$ cat config.mk
export PLATFORM = sky130hd
export DESIGN_NAME = pci_top
export DESIGN_NICKNAME = d
export VERILOG_FILES = /design/src/core/pci_pkg.sv /design/src/core/pci_edge.sv /design/src/core/pci_top.sv
export SDC_FILE = /design/constraint.sdc
export NUM_CORES = 1
export LEC_CHECK = 0
export BUFFER_PORTS_ARGS = -buffer_cell sky130_fd_sc_hd__buf_2
export CAP_MARGIN = 30
export CORE_MARGIN = 1
export CORE_UTILIZATION = 32
export CTS_BUF_LIST = sky130_fd_sc_hd__clkbuf_2 sky130_fd_sc_hd__clkbuf_4 sky130_fd_sc_hd__clkbuf_8
export CTS_CLUSTER_SIZE = 24
export DETAILED_ROUTE_END_ITERATION = 16
export SLEW_MARGIN = 0
export SYNTH_ARGS = -nofsm -noshare
export SYNTH_HDL_FRONTEND = slang
export SYNTH_HIERARCHICAL = 1
export SYNTH_SLANG_ARGS = --single-unit
$ cat constraint.sdc
create_clock -name hclk -period 1.85 [get_ports hclk]
set_input_delay 0.37 -clock hclk [delete_from_list [all_inputs] [get_ports hclk]]
set_output_delay 0.37 -clock hclk [all_outputs]
set_load 0.03 [all_outputs]
$ cat src/core/pci_pkg.sv
/*
  Constants, register map and types of the pin-change interrupt block.
  Assumes a 32-bit AHB-Lite slave with word-aligned registers.
*/
package pci_pkg;

  localparam int DATA_W    = 32;
  localparam int ADDR_W    = 8;
  localparam int NUM_PORTS = 4;
  localparam int PORT_W    = 8;
  localparam int PIN_W     = NUM_PORTS * PORT_W;

  // Implemented pins per port, port e holds pin 3 only
  localparam logic [PIN_W-1:0] PORT_MASK_ALL = 32'h08ffffff;

  localparam int OFS_PORT_BASE   = 'h00;
  localparam int OFS_PORT_STRIDE = 'h0c;
  localparam int OFS_RISE        = 'h00;
  localparam int OFS_FALL        = 'h04;
  localparam int OFS_FLAG        = 'h08;
  localparam logic [ADDR_W-1:0] OFS_CTRL     = 8'h30;
  localparam logic [ADDR_W-1:0] OFS_SUMMARY  = 8'h34;
  localparam logic [ADDR_W-1:0] OFS_IRQ_STAT = 8'h38;
  localparam logic [ADDR_W-1:0] OFS_IRQ_MASK = 8'h3c;

  localparam int MAIN_EN_BIT = 0;
  localparam int SUMMARY_BIT = 0;

  localparam logic [PORT_W-1:0]    RST_EDGE_EN  = 8'h00;
  localparam logic [PORT_W-1:0]    RST_FLAG     = 8'h00;
  localparam logic [NUM_PORTS-1:0] RST_IRQ_STAT = 4'h0;
  localparam logic [NUM_PORTS-1:0] RST_IRQ_MASK = 4'h0;
  localparam logic                 RST_MAIN_EN  = 1'b0;

  // Cycles after reset before edges count, covers the synchroniser fill
  localparam int PRIME_CYC = 3;

  typedef enum {BUS_IDLE, BUS_RD} pci_bus_t;

  function automatic logic [ADDR_W-1:0] pci_port_ofs(input int p,
                                                      input int f);
    pci_port_ofs = ADDR_W'(OFS_PORT_BASE + p * OFS_PORT_STRIDE + f);
  endfunction

endpackage

$ cat src/core/pci_edge.sv
/*
  Pin synchroniser and per-pin rising and falling edge detector.
  Assumes pins are asynchronous to hclk and held for over two periods.
*/
`timescale 1ns/1ps
`default_nettype none
module pci_edge #(
  parameter int W = 32
) (
  input  wire logic         hclk,
  input  wire logic         hresetn,
  input  wire logic [W-1:0] pins_in,
  output logic      [W-1:0] rise_pulse,
  output logic      [W-1:0] fall_pulse
);
  import pci_pkg::*;

  logic [W-1:0] meta_r;
  logic [W-1:0] sync_r;
  logic [W-1:0] prev_r;
  logic [1:0]   prime_r;
  logic         armed;

  // Two-stage synchroniser, first stage read only by the second
  always_ff @(posedge hclk or negedge hresetn) begin
    if (!hresetn) begin
      meta_r <= '0;
      sync_r <= '0;
    end else begin
      meta_r <= pins_in;
      sync_r <= meta_r;
    end
  end

  always_ff @(posedge hclk or negedge hresetn) begin
    if (!hresetn) begin
      prev_r <= '0;
    end else begin
      prev_r <= sync_r;
    end
  end

  // Pins high at reset must not look like rising edges
  always_ff @(posedge hclk or negedge hresetn) begin
    if (!hresetn) begin
      prime_r <= 2'h0;
    end else if (prime_r != 2'(PRIME_CYC)) begin
      prime_r <= prime_r + 2'h1;
    end
  end

  assign armed      = (prime_r == 2'(PRIME_CYC));
  assign rise_pulse = sync_r & ~prev_r & {W{armed}};
  assign fall_pulse = ~sync_r & prev_r & {W{armed}};

endmodule // pci_edge
`default_nettype wire

$ cat src/core/pci_top.sv
/*
  Pin-change interrupt block: edge enables, pin flags, summary flag,
  main enable, interrupt status and mask, behind an AHB-Lite slave.
  Assumes a single master, whole-word single transfers, hready fed
  back from hreadyout.
*/
// The register addresses and the AHB-Lite interface to the registers are this design's own decisions.
`timescale 1ns/1ps
`default_nettype none
module pci_top (
  input  wire logic                       hclk,
  input  wire logic                       hresetn,
  input  wire logic                       hsel,
  input  wire logic [31:0]                haddr,
  input  wire logic [1:0]                 htrans,
  input  wire logic                       hwrite,
  input  wire logic [2:0]                 hsize,
  input  wire logic [pci_pkg::DATA_W-1:0] hwdata,
  input  wire logic                       hready,
  output logic                            hreadyout,
  output logic      [pci_pkg::DATA_W-1:0] hrdata,
  output logic                            hresp,
  input  wire logic [pci_pkg::PORT_W-1:0] port_a_a,
  input  wire logic [pci_pkg::PORT_W-1:0] port_b_b,
  input  wire logic [pci_pkg::PORT_W-1:0] port_c_c,
  input  wire logic                       port_e_pin3,
  output logic                            pin_change_irq,
  output logic                            change_irq_summary_flag,
  output logic                            wake_req
);
  import pci_pkg::*;

  logic [PIN_W-1:0]     pins_all;
  logic [PIN_W-1:0]     rise_p;
  logic [PIN_W-1:0]     fall_p;
  logic [PIN_W-1:0]     rise_all;
  logic [PIN_W-1:0]     fall_all;
  logic [PIN_W-1:0]     flag_all;
  logic [PIN_W-1:0]     set_all;
  logic [NUM_PORTS-1:0] port_evt;
  logic                 any_flag;

  pci_bus_t             state_r;
  logic [ADDR_W-1:0]    addr_r;
  logic                 wr_pend_r;
  logic                 hit_r;
  logic                 hreadyout_r;
  logic [DATA_W-1:0]    hrdata_r;
  logic                 hresp_r;
  logic [DATA_W-1:0]    rdata_nxt;
  logic                 accept;

  logic                 main_en_r;
  logic [NUM_PORTS-1:0] irq_stat_r;
  logic [NUM_PORTS-1:0] irq_stat_nxt;
  logic [NUM_PORTS-1:0] irq_mask_r;
  logic                 irq_r;
  logic                 summary_r;
  logic                 wake_r;

  // Unused pins of port e are tied low and masked away
  assign pins_all = {4'h0, port_e_pin3, 3'h0,
                     port_c_c, port_b_b, port_a_a};

  pci_edge #(
    .W (PIN_W)
  ) u_edge (
    .hclk       (hclk),
    .hresetn    (hresetn),
    .pins_in    (pins_all),
    .rise_pulse (rise_p),
    .fall_pulse (fall_p)
  );

  assign accept = hsel & htrans[1] & hready & (state_r == BUS_IDLE);

  always_ff @(posedge hclk or negedge hresetn) begin
    if (!hresetn) begin
      state_r     <= BUS_IDLE;
      hreadyout_r <= 1'b1;
    end else begin
      case (state_r)
        BUS_IDLE: begin
          if (accept && !hwrite) begin
            state_r     <= BUS_RD;
            hreadyout_r <= 1'b0;
          end
        end
        BUS_RD: begin
          state_r     <= BUS_IDLE;
          hreadyout_r <= 1'b1;
        end
        default: begin
          state_r     <= BUS_IDLE;
          hreadyout_r <= 1'b1;
        end
      endcase
    end
  end

  always_ff @(posedge hclk or negedge hresetn) begin
    if (!hresetn) begin
      addr_r    <= '0;
      wr_pend_r <= 1'b0;
      hit_r     <= 1'b0;
    end else begin
      wr_pend_r <= accept & hwrite;
      if (accept) begin
        addr_r <= haddr[ADDR_W-1:0];
        hit_r  <= (haddr[31:ADDR_W] == '0) && (haddr[1:0] == 2'h0);
      end
    end
  end

  // Read data waits one cycle so a write just before is visible
  always_ff @(posedge hclk or negedge hresetn) begin
    if (!hresetn) begin
      hrdata_r <= '0;
    end else if (state_r == BUS_RD) begin
      hrdata_r <= hit_r ? rdata_nxt : '0;
    end
  end

  always_ff @(posedge hclk or negedge hresetn) begin
    if (!hresetn) begin
      hresp_r <= 1'b0;
    end else begin
      hresp_r <= 1'b0;
    end
  end

  genvar p;
  generate
    for (p = 0; p < NUM_PORTS; p++) begin : g_port
      localparam logic [PORT_W-1:0] MSK = PORT_MASK_ALL[p*PORT_W +: PORT_W];
      logic [PORT_W-1:0] rise_r;
      logic [PORT_W-1:0] fall_r;
      logic [PORT_W-1:0] flag_r;
      logic [PORT_W-1:0] set_v;
      logic              wr_rise;
      logic              wr_fall;
      logic              wr_flag;

      assign wr_rise = wr_pend_r & hit_r &
                       (addr_r == pci_port_ofs(p, OFS_RISE));
      assign wr_fall = wr_pend_r & hit_r &
                       (addr_r == pci_port_ofs(p, OFS_FALL));
      assign wr_flag = wr_pend_r & hit_r &
                       (addr_r == pci_port_ofs(p, OFS_FLAG));

      assign set_v = ((rise_p[p*PORT_W +: PORT_W] & rise_r) |
                      (fall_p[p*PORT_W +: PORT_W] & fall_r))
                     & MSK;

      always_ff @(posedge hclk or negedge hresetn) begin
        if (!hresetn) begin
          rise_r <= RST_EDGE_EN;
        end else if (wr_rise) begin
          rise_r <= hwdata[PORT_W-1:0] & MSK;
        end
      end

      always_ff @(posedge hclk or negedge hresetn) begin
        if (!hresetn) begin
          fall_r <= RST_EDGE_EN;
        end else if (wr_fall) begin
          fall_r <= hwdata[PORT_W-1:0] & MSK;
        end
      end

      // Writes only clear, so a stray one never fakes an edge
      always_ff @(posedge hclk or negedge hresetn) begin
        if (!hresetn) begin
          flag_r <= RST_FLAG;
        end else if (wr_flag) begin
          flag_r <= (flag_r & hwdata[PORT_W-1:0]) | set_v;
        end else begin
          flag_r <= flag_r | set_v;
        end
      end

      assign rise_all[p*PORT_W +: PORT_W] = rise_r;
      assign fall_all[p*PORT_W +: PORT_W] = fall_r;
      assign flag_all[p*PORT_W +: PORT_W] = flag_r;
      assign set_all[p*PORT_W +: PORT_W]  = set_v;
      assign port_evt[p]                  = |set_v;
    end
  endgenerate

  assign any_flag = |flag_all;

  always_comb begin
    rdata_nxt = '0;
    for (int i = 0; i < NUM_PORTS; i++) begin
      if (addr_r == pci_port_ofs(i, OFS_RISE)) begin
        rdata_nxt[PORT_W-1:0] = rise_all[i*PORT_W +: PORT_W];
      end
      if (addr_r == pci_port_ofs(i, OFS_FALL)) begin
        rdata_nxt[PORT_W-1:0] = fall_all[i*PORT_W +: PORT_W];
      end
      if (addr_r == pci_port_ofs(i, OFS_FLAG)) begin
        rdata_nxt[PORT_W-1:0] = flag_all[i*PORT_W +: PORT_W];
      end
    end
    if (addr_r == OFS_CTRL) begin
      rdata_nxt[MAIN_EN_BIT] = main_en_r;
    end
    if (addr_r == OFS_SUMMARY) begin
      rdata_nxt[SUMMARY_BIT] = any_flag;
    end
    if (addr_r == OFS_IRQ_STAT) begin
      rdata_nxt[NUM_PORTS-1:0] = irq_stat_r;
    end
    if (addr_r == OFS_IRQ_MASK) begin
      rdata_nxt[NUM_PORTS-1:0] = irq_mask_r;
    end
  end

  always_ff @(posedge hclk or negedge hresetn) begin
    if (!hresetn) begin
      main_en_r <= RST_MAIN_EN;
    end else if (wr_pend_r && hit_r && addr_r == OFS_CTRL) begin
      main_en_r <= hwdata[MAIN_EN_BIT];
    end
  end

  always_ff @(posedge hclk or negedge hresetn) begin
    if (!hresetn) begin
      irq_mask_r <= RST_IRQ_MASK;
    end else if (wr_pend_r && hit_r && addr_r == OFS_IRQ_MASK) begin
      irq_mask_r <= hwdata[NUM_PORTS-1:0];
    end
  end

  // Set wins over a same-cycle write-one clear
  always_comb begin
    irq_stat_nxt = irq_stat_r;
    if (wr_pend_r && hit_r && addr_r == OFS_IRQ_STAT) begin
      irq_stat_nxt = irq_stat_r & ~hwdata[NUM_PORTS-1:0];
    end
    irq_stat_nxt = irq_stat_nxt | port_evt;
  end

  always_ff @(posedge hclk or negedge hresetn) begin
    if (!hresetn) begin
      irq_stat_r <= RST_IRQ_STAT;
    end else begin
      irq_stat_r <= irq_stat_nxt;
    end
  end

  always_ff @(posedge hclk or negedge hresetn) begin
    if (!hresetn) begin
      irq_r <= 1'b0;
    end else begin
      irq_r <= main_en_r & |(irq_stat_r & irq_mask_r);
    end
  end

  // Wake needs no clock gating here; the edge path runs on hclk
  always_ff @(posedge hclk or negedge hresetn) begin
    if (!hresetn) begin
      summary_r <= 1'b0;
      wake_r    <= 1'b0;
    end else begin
      summary_r <= any_flag;
      wake_r    <= main_en_r & any_flag;
    end
  end

  assign hreadyout               = hreadyout_r;
  assign hrdata                  = hrdata_r;
  assign hresp                   = hresp_r;
  assign pin_change_irq          = irq_r;
  assign change_irq_summary_flag = summary_r;
  assign wake_req                = wake_r;

  logic [PIN_W-1:0] flag_q;
  always_ff @(posedge hclk or negedge hresetn) begin
    if (!hresetn) begin
      flag_q <= '0;
    end else begin
      flag_q <= flag_all;
    end
  end
endmodule // pci_top
`default_nettype wire

==> flow_metrics.py <==
metrics = {
    "setup_path": {
        "critPathArrivalTime_ns": 2.26,
        "cp-endpoint": "g_port[3].flag_r[0]",
        "reg2reg_slack_ns": -0.04,
        "r2r_start": "addr_r[7]",
        "reg2reg_to": "g_port[3].flag_r[0]",
        "reg2reg_depth": 5,
        "start_kind": "register",
        "end_kind": "register",
        "crit_path_start": "addr_r[7]",
        "cp_data_required_time_ns": 2.22,
        "path_max_fanout": 7,
        "critPathKind": "register to register",
    },
    "power": {
        "vdd_drop_max_mv": 0.4010,
        "power_switching_mw": 2.701,
        "pwr-share-comb_pct": 19.4,
        "p_sw_share_pct": 29.76,
        "p_leak_nw": 4.658,
        "internal-power_mw": 6.375,
        "clkPwrFrac_pct": 30.5,
        "seq_power_share_pct": 50.0,
        "p_per_area_mw_per_mm2": 852.7,
    },
    "routing": {
        "dr.pass1.iters": 5,
        "drt_iter0_markers": 427,
        "routedWlPerCell_um": 18.62,
        "drtAntennaViolNets": 0,
        "routed_wl_mm": 22.23,
        "num_vias": 6118,
        "drc": 0,
        "drt-vias-per-instance": 5.124,
    },
    "hold_path": {
        "hold_path_depth": 2,
        "min-delay-path-class": "input pin to register",
    },
    "grt": {
        "grt_overflow_total": 0,
        "grt_pass1_vias": 6000,
        "grt_pass1_wl_mm": 34.07,
        "grt_max_degree": 74,
        "grt_usage_pct": 17.05,
        "antenna_found_initial": 0,
    },
    "yosys": {
        "synth_area_mm2": 0.008348,
        "postSynthCellCount": 672,
        "synth_warnings": 6,
        "syn-mean-instance-area_um2": 12.42,
    },
    "sta": {
        "fin_crit_ns": 1.885,
        "setup_ws_ns": -0.03512,
        "whs_ns": 0.07619,
        "fin_skew_ns": 0.01668,
        "setup_viol": 7,
        "final-hold-violation-count": 0,
        "rsz0062_at_grt": "yes",
        "slew_viol_final": 0,
        "fmax_mhz": 530.5,
        "fin_crit_sh_pct": 101.9,
    },
    "layout": {
        "final_core_util_pct": 41.90,
        "fill_cells": 2397,
        "layout-drive-gt1-share_pct": 39.24,
        "final_nets": 953,
        "layout.cells.non_filler": 1194,
        "diodes": 0,
        "area_growth_pct": 27.49,
    },
    "cts": {
        "cts_tree": "built",
        "clock_latency_ns": 0.48,
        "cts_buffers": 17,
        "cts_sinks": 191,
        "htreeDepth": 4,
        "cts_buffer_depth": 2,
        "clkSlewWorstSetupHoldPaths_ns": 0.10,
        "ctsRootBufferMaster": "clkbuf_8",
    },
    "die": {
        "rows": 58,
        "die_area_mm2": 0.02674,
        "die_y_um": 163.5,
        "fp.dieW_um": 163.5,
        "coreArea_mm2": 0.02540,
        "initial_core_util_pct": 32.87,
        "io_pins": 136,
    },
    "status": {
        "violations": "setup timing",
        "status": "finished with violations",
    },
    "placed_design": {
        "gp_congestion": 0.9498,
        "post-place-cells": 1120,
        "hpwlAfterDp_mm": 15.67,
        "io_buffers": 82,
    },
    "flow_run": {
        "max_cap_viol_count": 0,
    },
}
[what timing repair did]
| action | in CTS | in global routing |
|---|---|---|
| endpoints found under the setup margin | 42 | 87 |
| resized for setup | 18 | 71 |
| hold buffers | 26 | 0 |
| cloned | 0 | 3 |
| pin swaps | 3 | 7 |
| endpoints found under the hold margin | 48 | 0 |
| setup buffers | 3 | 11 |
[per-layer routing]
| layer | track usage, % | wire, um | up-vias |
|---|---|---|---|
| li1 | - | - | 2782 |
| met4 | 5.556 | 498 | 0 |
| met3 | 4.241 | 1558 | 32 |
| met5 | 0 | 0 | - |
| met2 | 25.83 | 10090 | 225 |
| met1 | 23.76 | 10080 | 3079 |
[flip-flops by register name, summed over array words and instances (netlist names), 2 cells and up]
register        cells
g_port.rise_r      25
irq_mask_r          4
u_edge/prime_r      2
hrdata              8
g_port.fall_r      25
addr_r              8
u_edge/sync_r      25
g_port.flag_r      32
irq_stat_r          4
u_edge/prev_r      25
u_edge/meta_r      25
[stage by stage]
stage	setup TNS, ns	power (mW)	instance area [um^2]	setup slack (ns)
5_1_grt	-2.136	9.473	10640	-0.07691
3_3_place_gp	-0.2017	6.019	9495	-0.02707
4_1_cts	-0.004781	8.915	10230	-0.004781
3_5_place_dp	-0.3454	6.038	9495	-0.05117
6_report	-0.2049	9.075	10640	-0.03512
2_1_floorplan	0	5.387	8438	0.1193
[critical path, stage by stage, from the launching register on]
cell and delay [ns]:
dfrtp_2 0.47, or4b_1 0.64, nor2_1 0.19, nand2_1 0.14, buf_4 0.19, o21a_1 0.16
[placed cells by master (no fill, tap or decap), types with 4 or more instances in the layout]
cell type      count
conb_1            25
a21oi_1           12
dlygate4sd3_1     26
o21a_1             7
a22oi_1           21
and3b_1           49
nor2_1            20
inv_6              5
a22oi_2           17
nor4_1            14
dfrtp_1          184
clkbuf_8          19
buf_4             68
mux4_2             5
buf_12             9
mux2i_1            6
o31ai_1            4
o21ai_0           22
buf_6              7
inv_1              5
nand4_1           11
nand2_2            8
mux2_2            63
o21ai_1           13
nand3_1            5
buf_2             81
a221o_1            4
dfrtp_2            6
nand2_1           49
[how the worst min path moves through the flow]
stage / from / end / slack, ns
after floorplan: hresetn / addr_r[0] / 0.07
after global placement: hresetn / u_edge/sync_r[27] / 0.28
after detailed placement: hresetn / pin_change_irq / 0.28
after CTS: hwrite / state_r[0] / 0.05
after global routing: hwrite / state_r[0] / 0.05
final: hwrite / state_r[0] / 0.08
[power groups by stage]
stage / Sequential (mW) / Combinational, mW / Clock, mW
floorplan: 4.55 / 0.832 / 0
global placement: 4.59 / 1.42 / 0
detailed placement: 4.60 / 1.44 / 0
CTS: 4.53 / 1.53 / 2.86
global route: 4.57 / 1.87 / 3.03
finish: 4.54 / 1.76 / 2.77
[cell type report]
cell class	instances	area, um^2	share of cell area, %
Clock inverter	13	145.1	1.364
Multi-Input combinational cell	441	3502	32.91
Tap cell	330	412.9	3.880
Sequential cell	191	4788	44.99
Timing Repair Buffer	195	1524	14.32
Clock buffer	18	247.7	2.328
Inverter	6	22.52	0.2116
No activity file was read; power rests on OpenSTA's default activity.
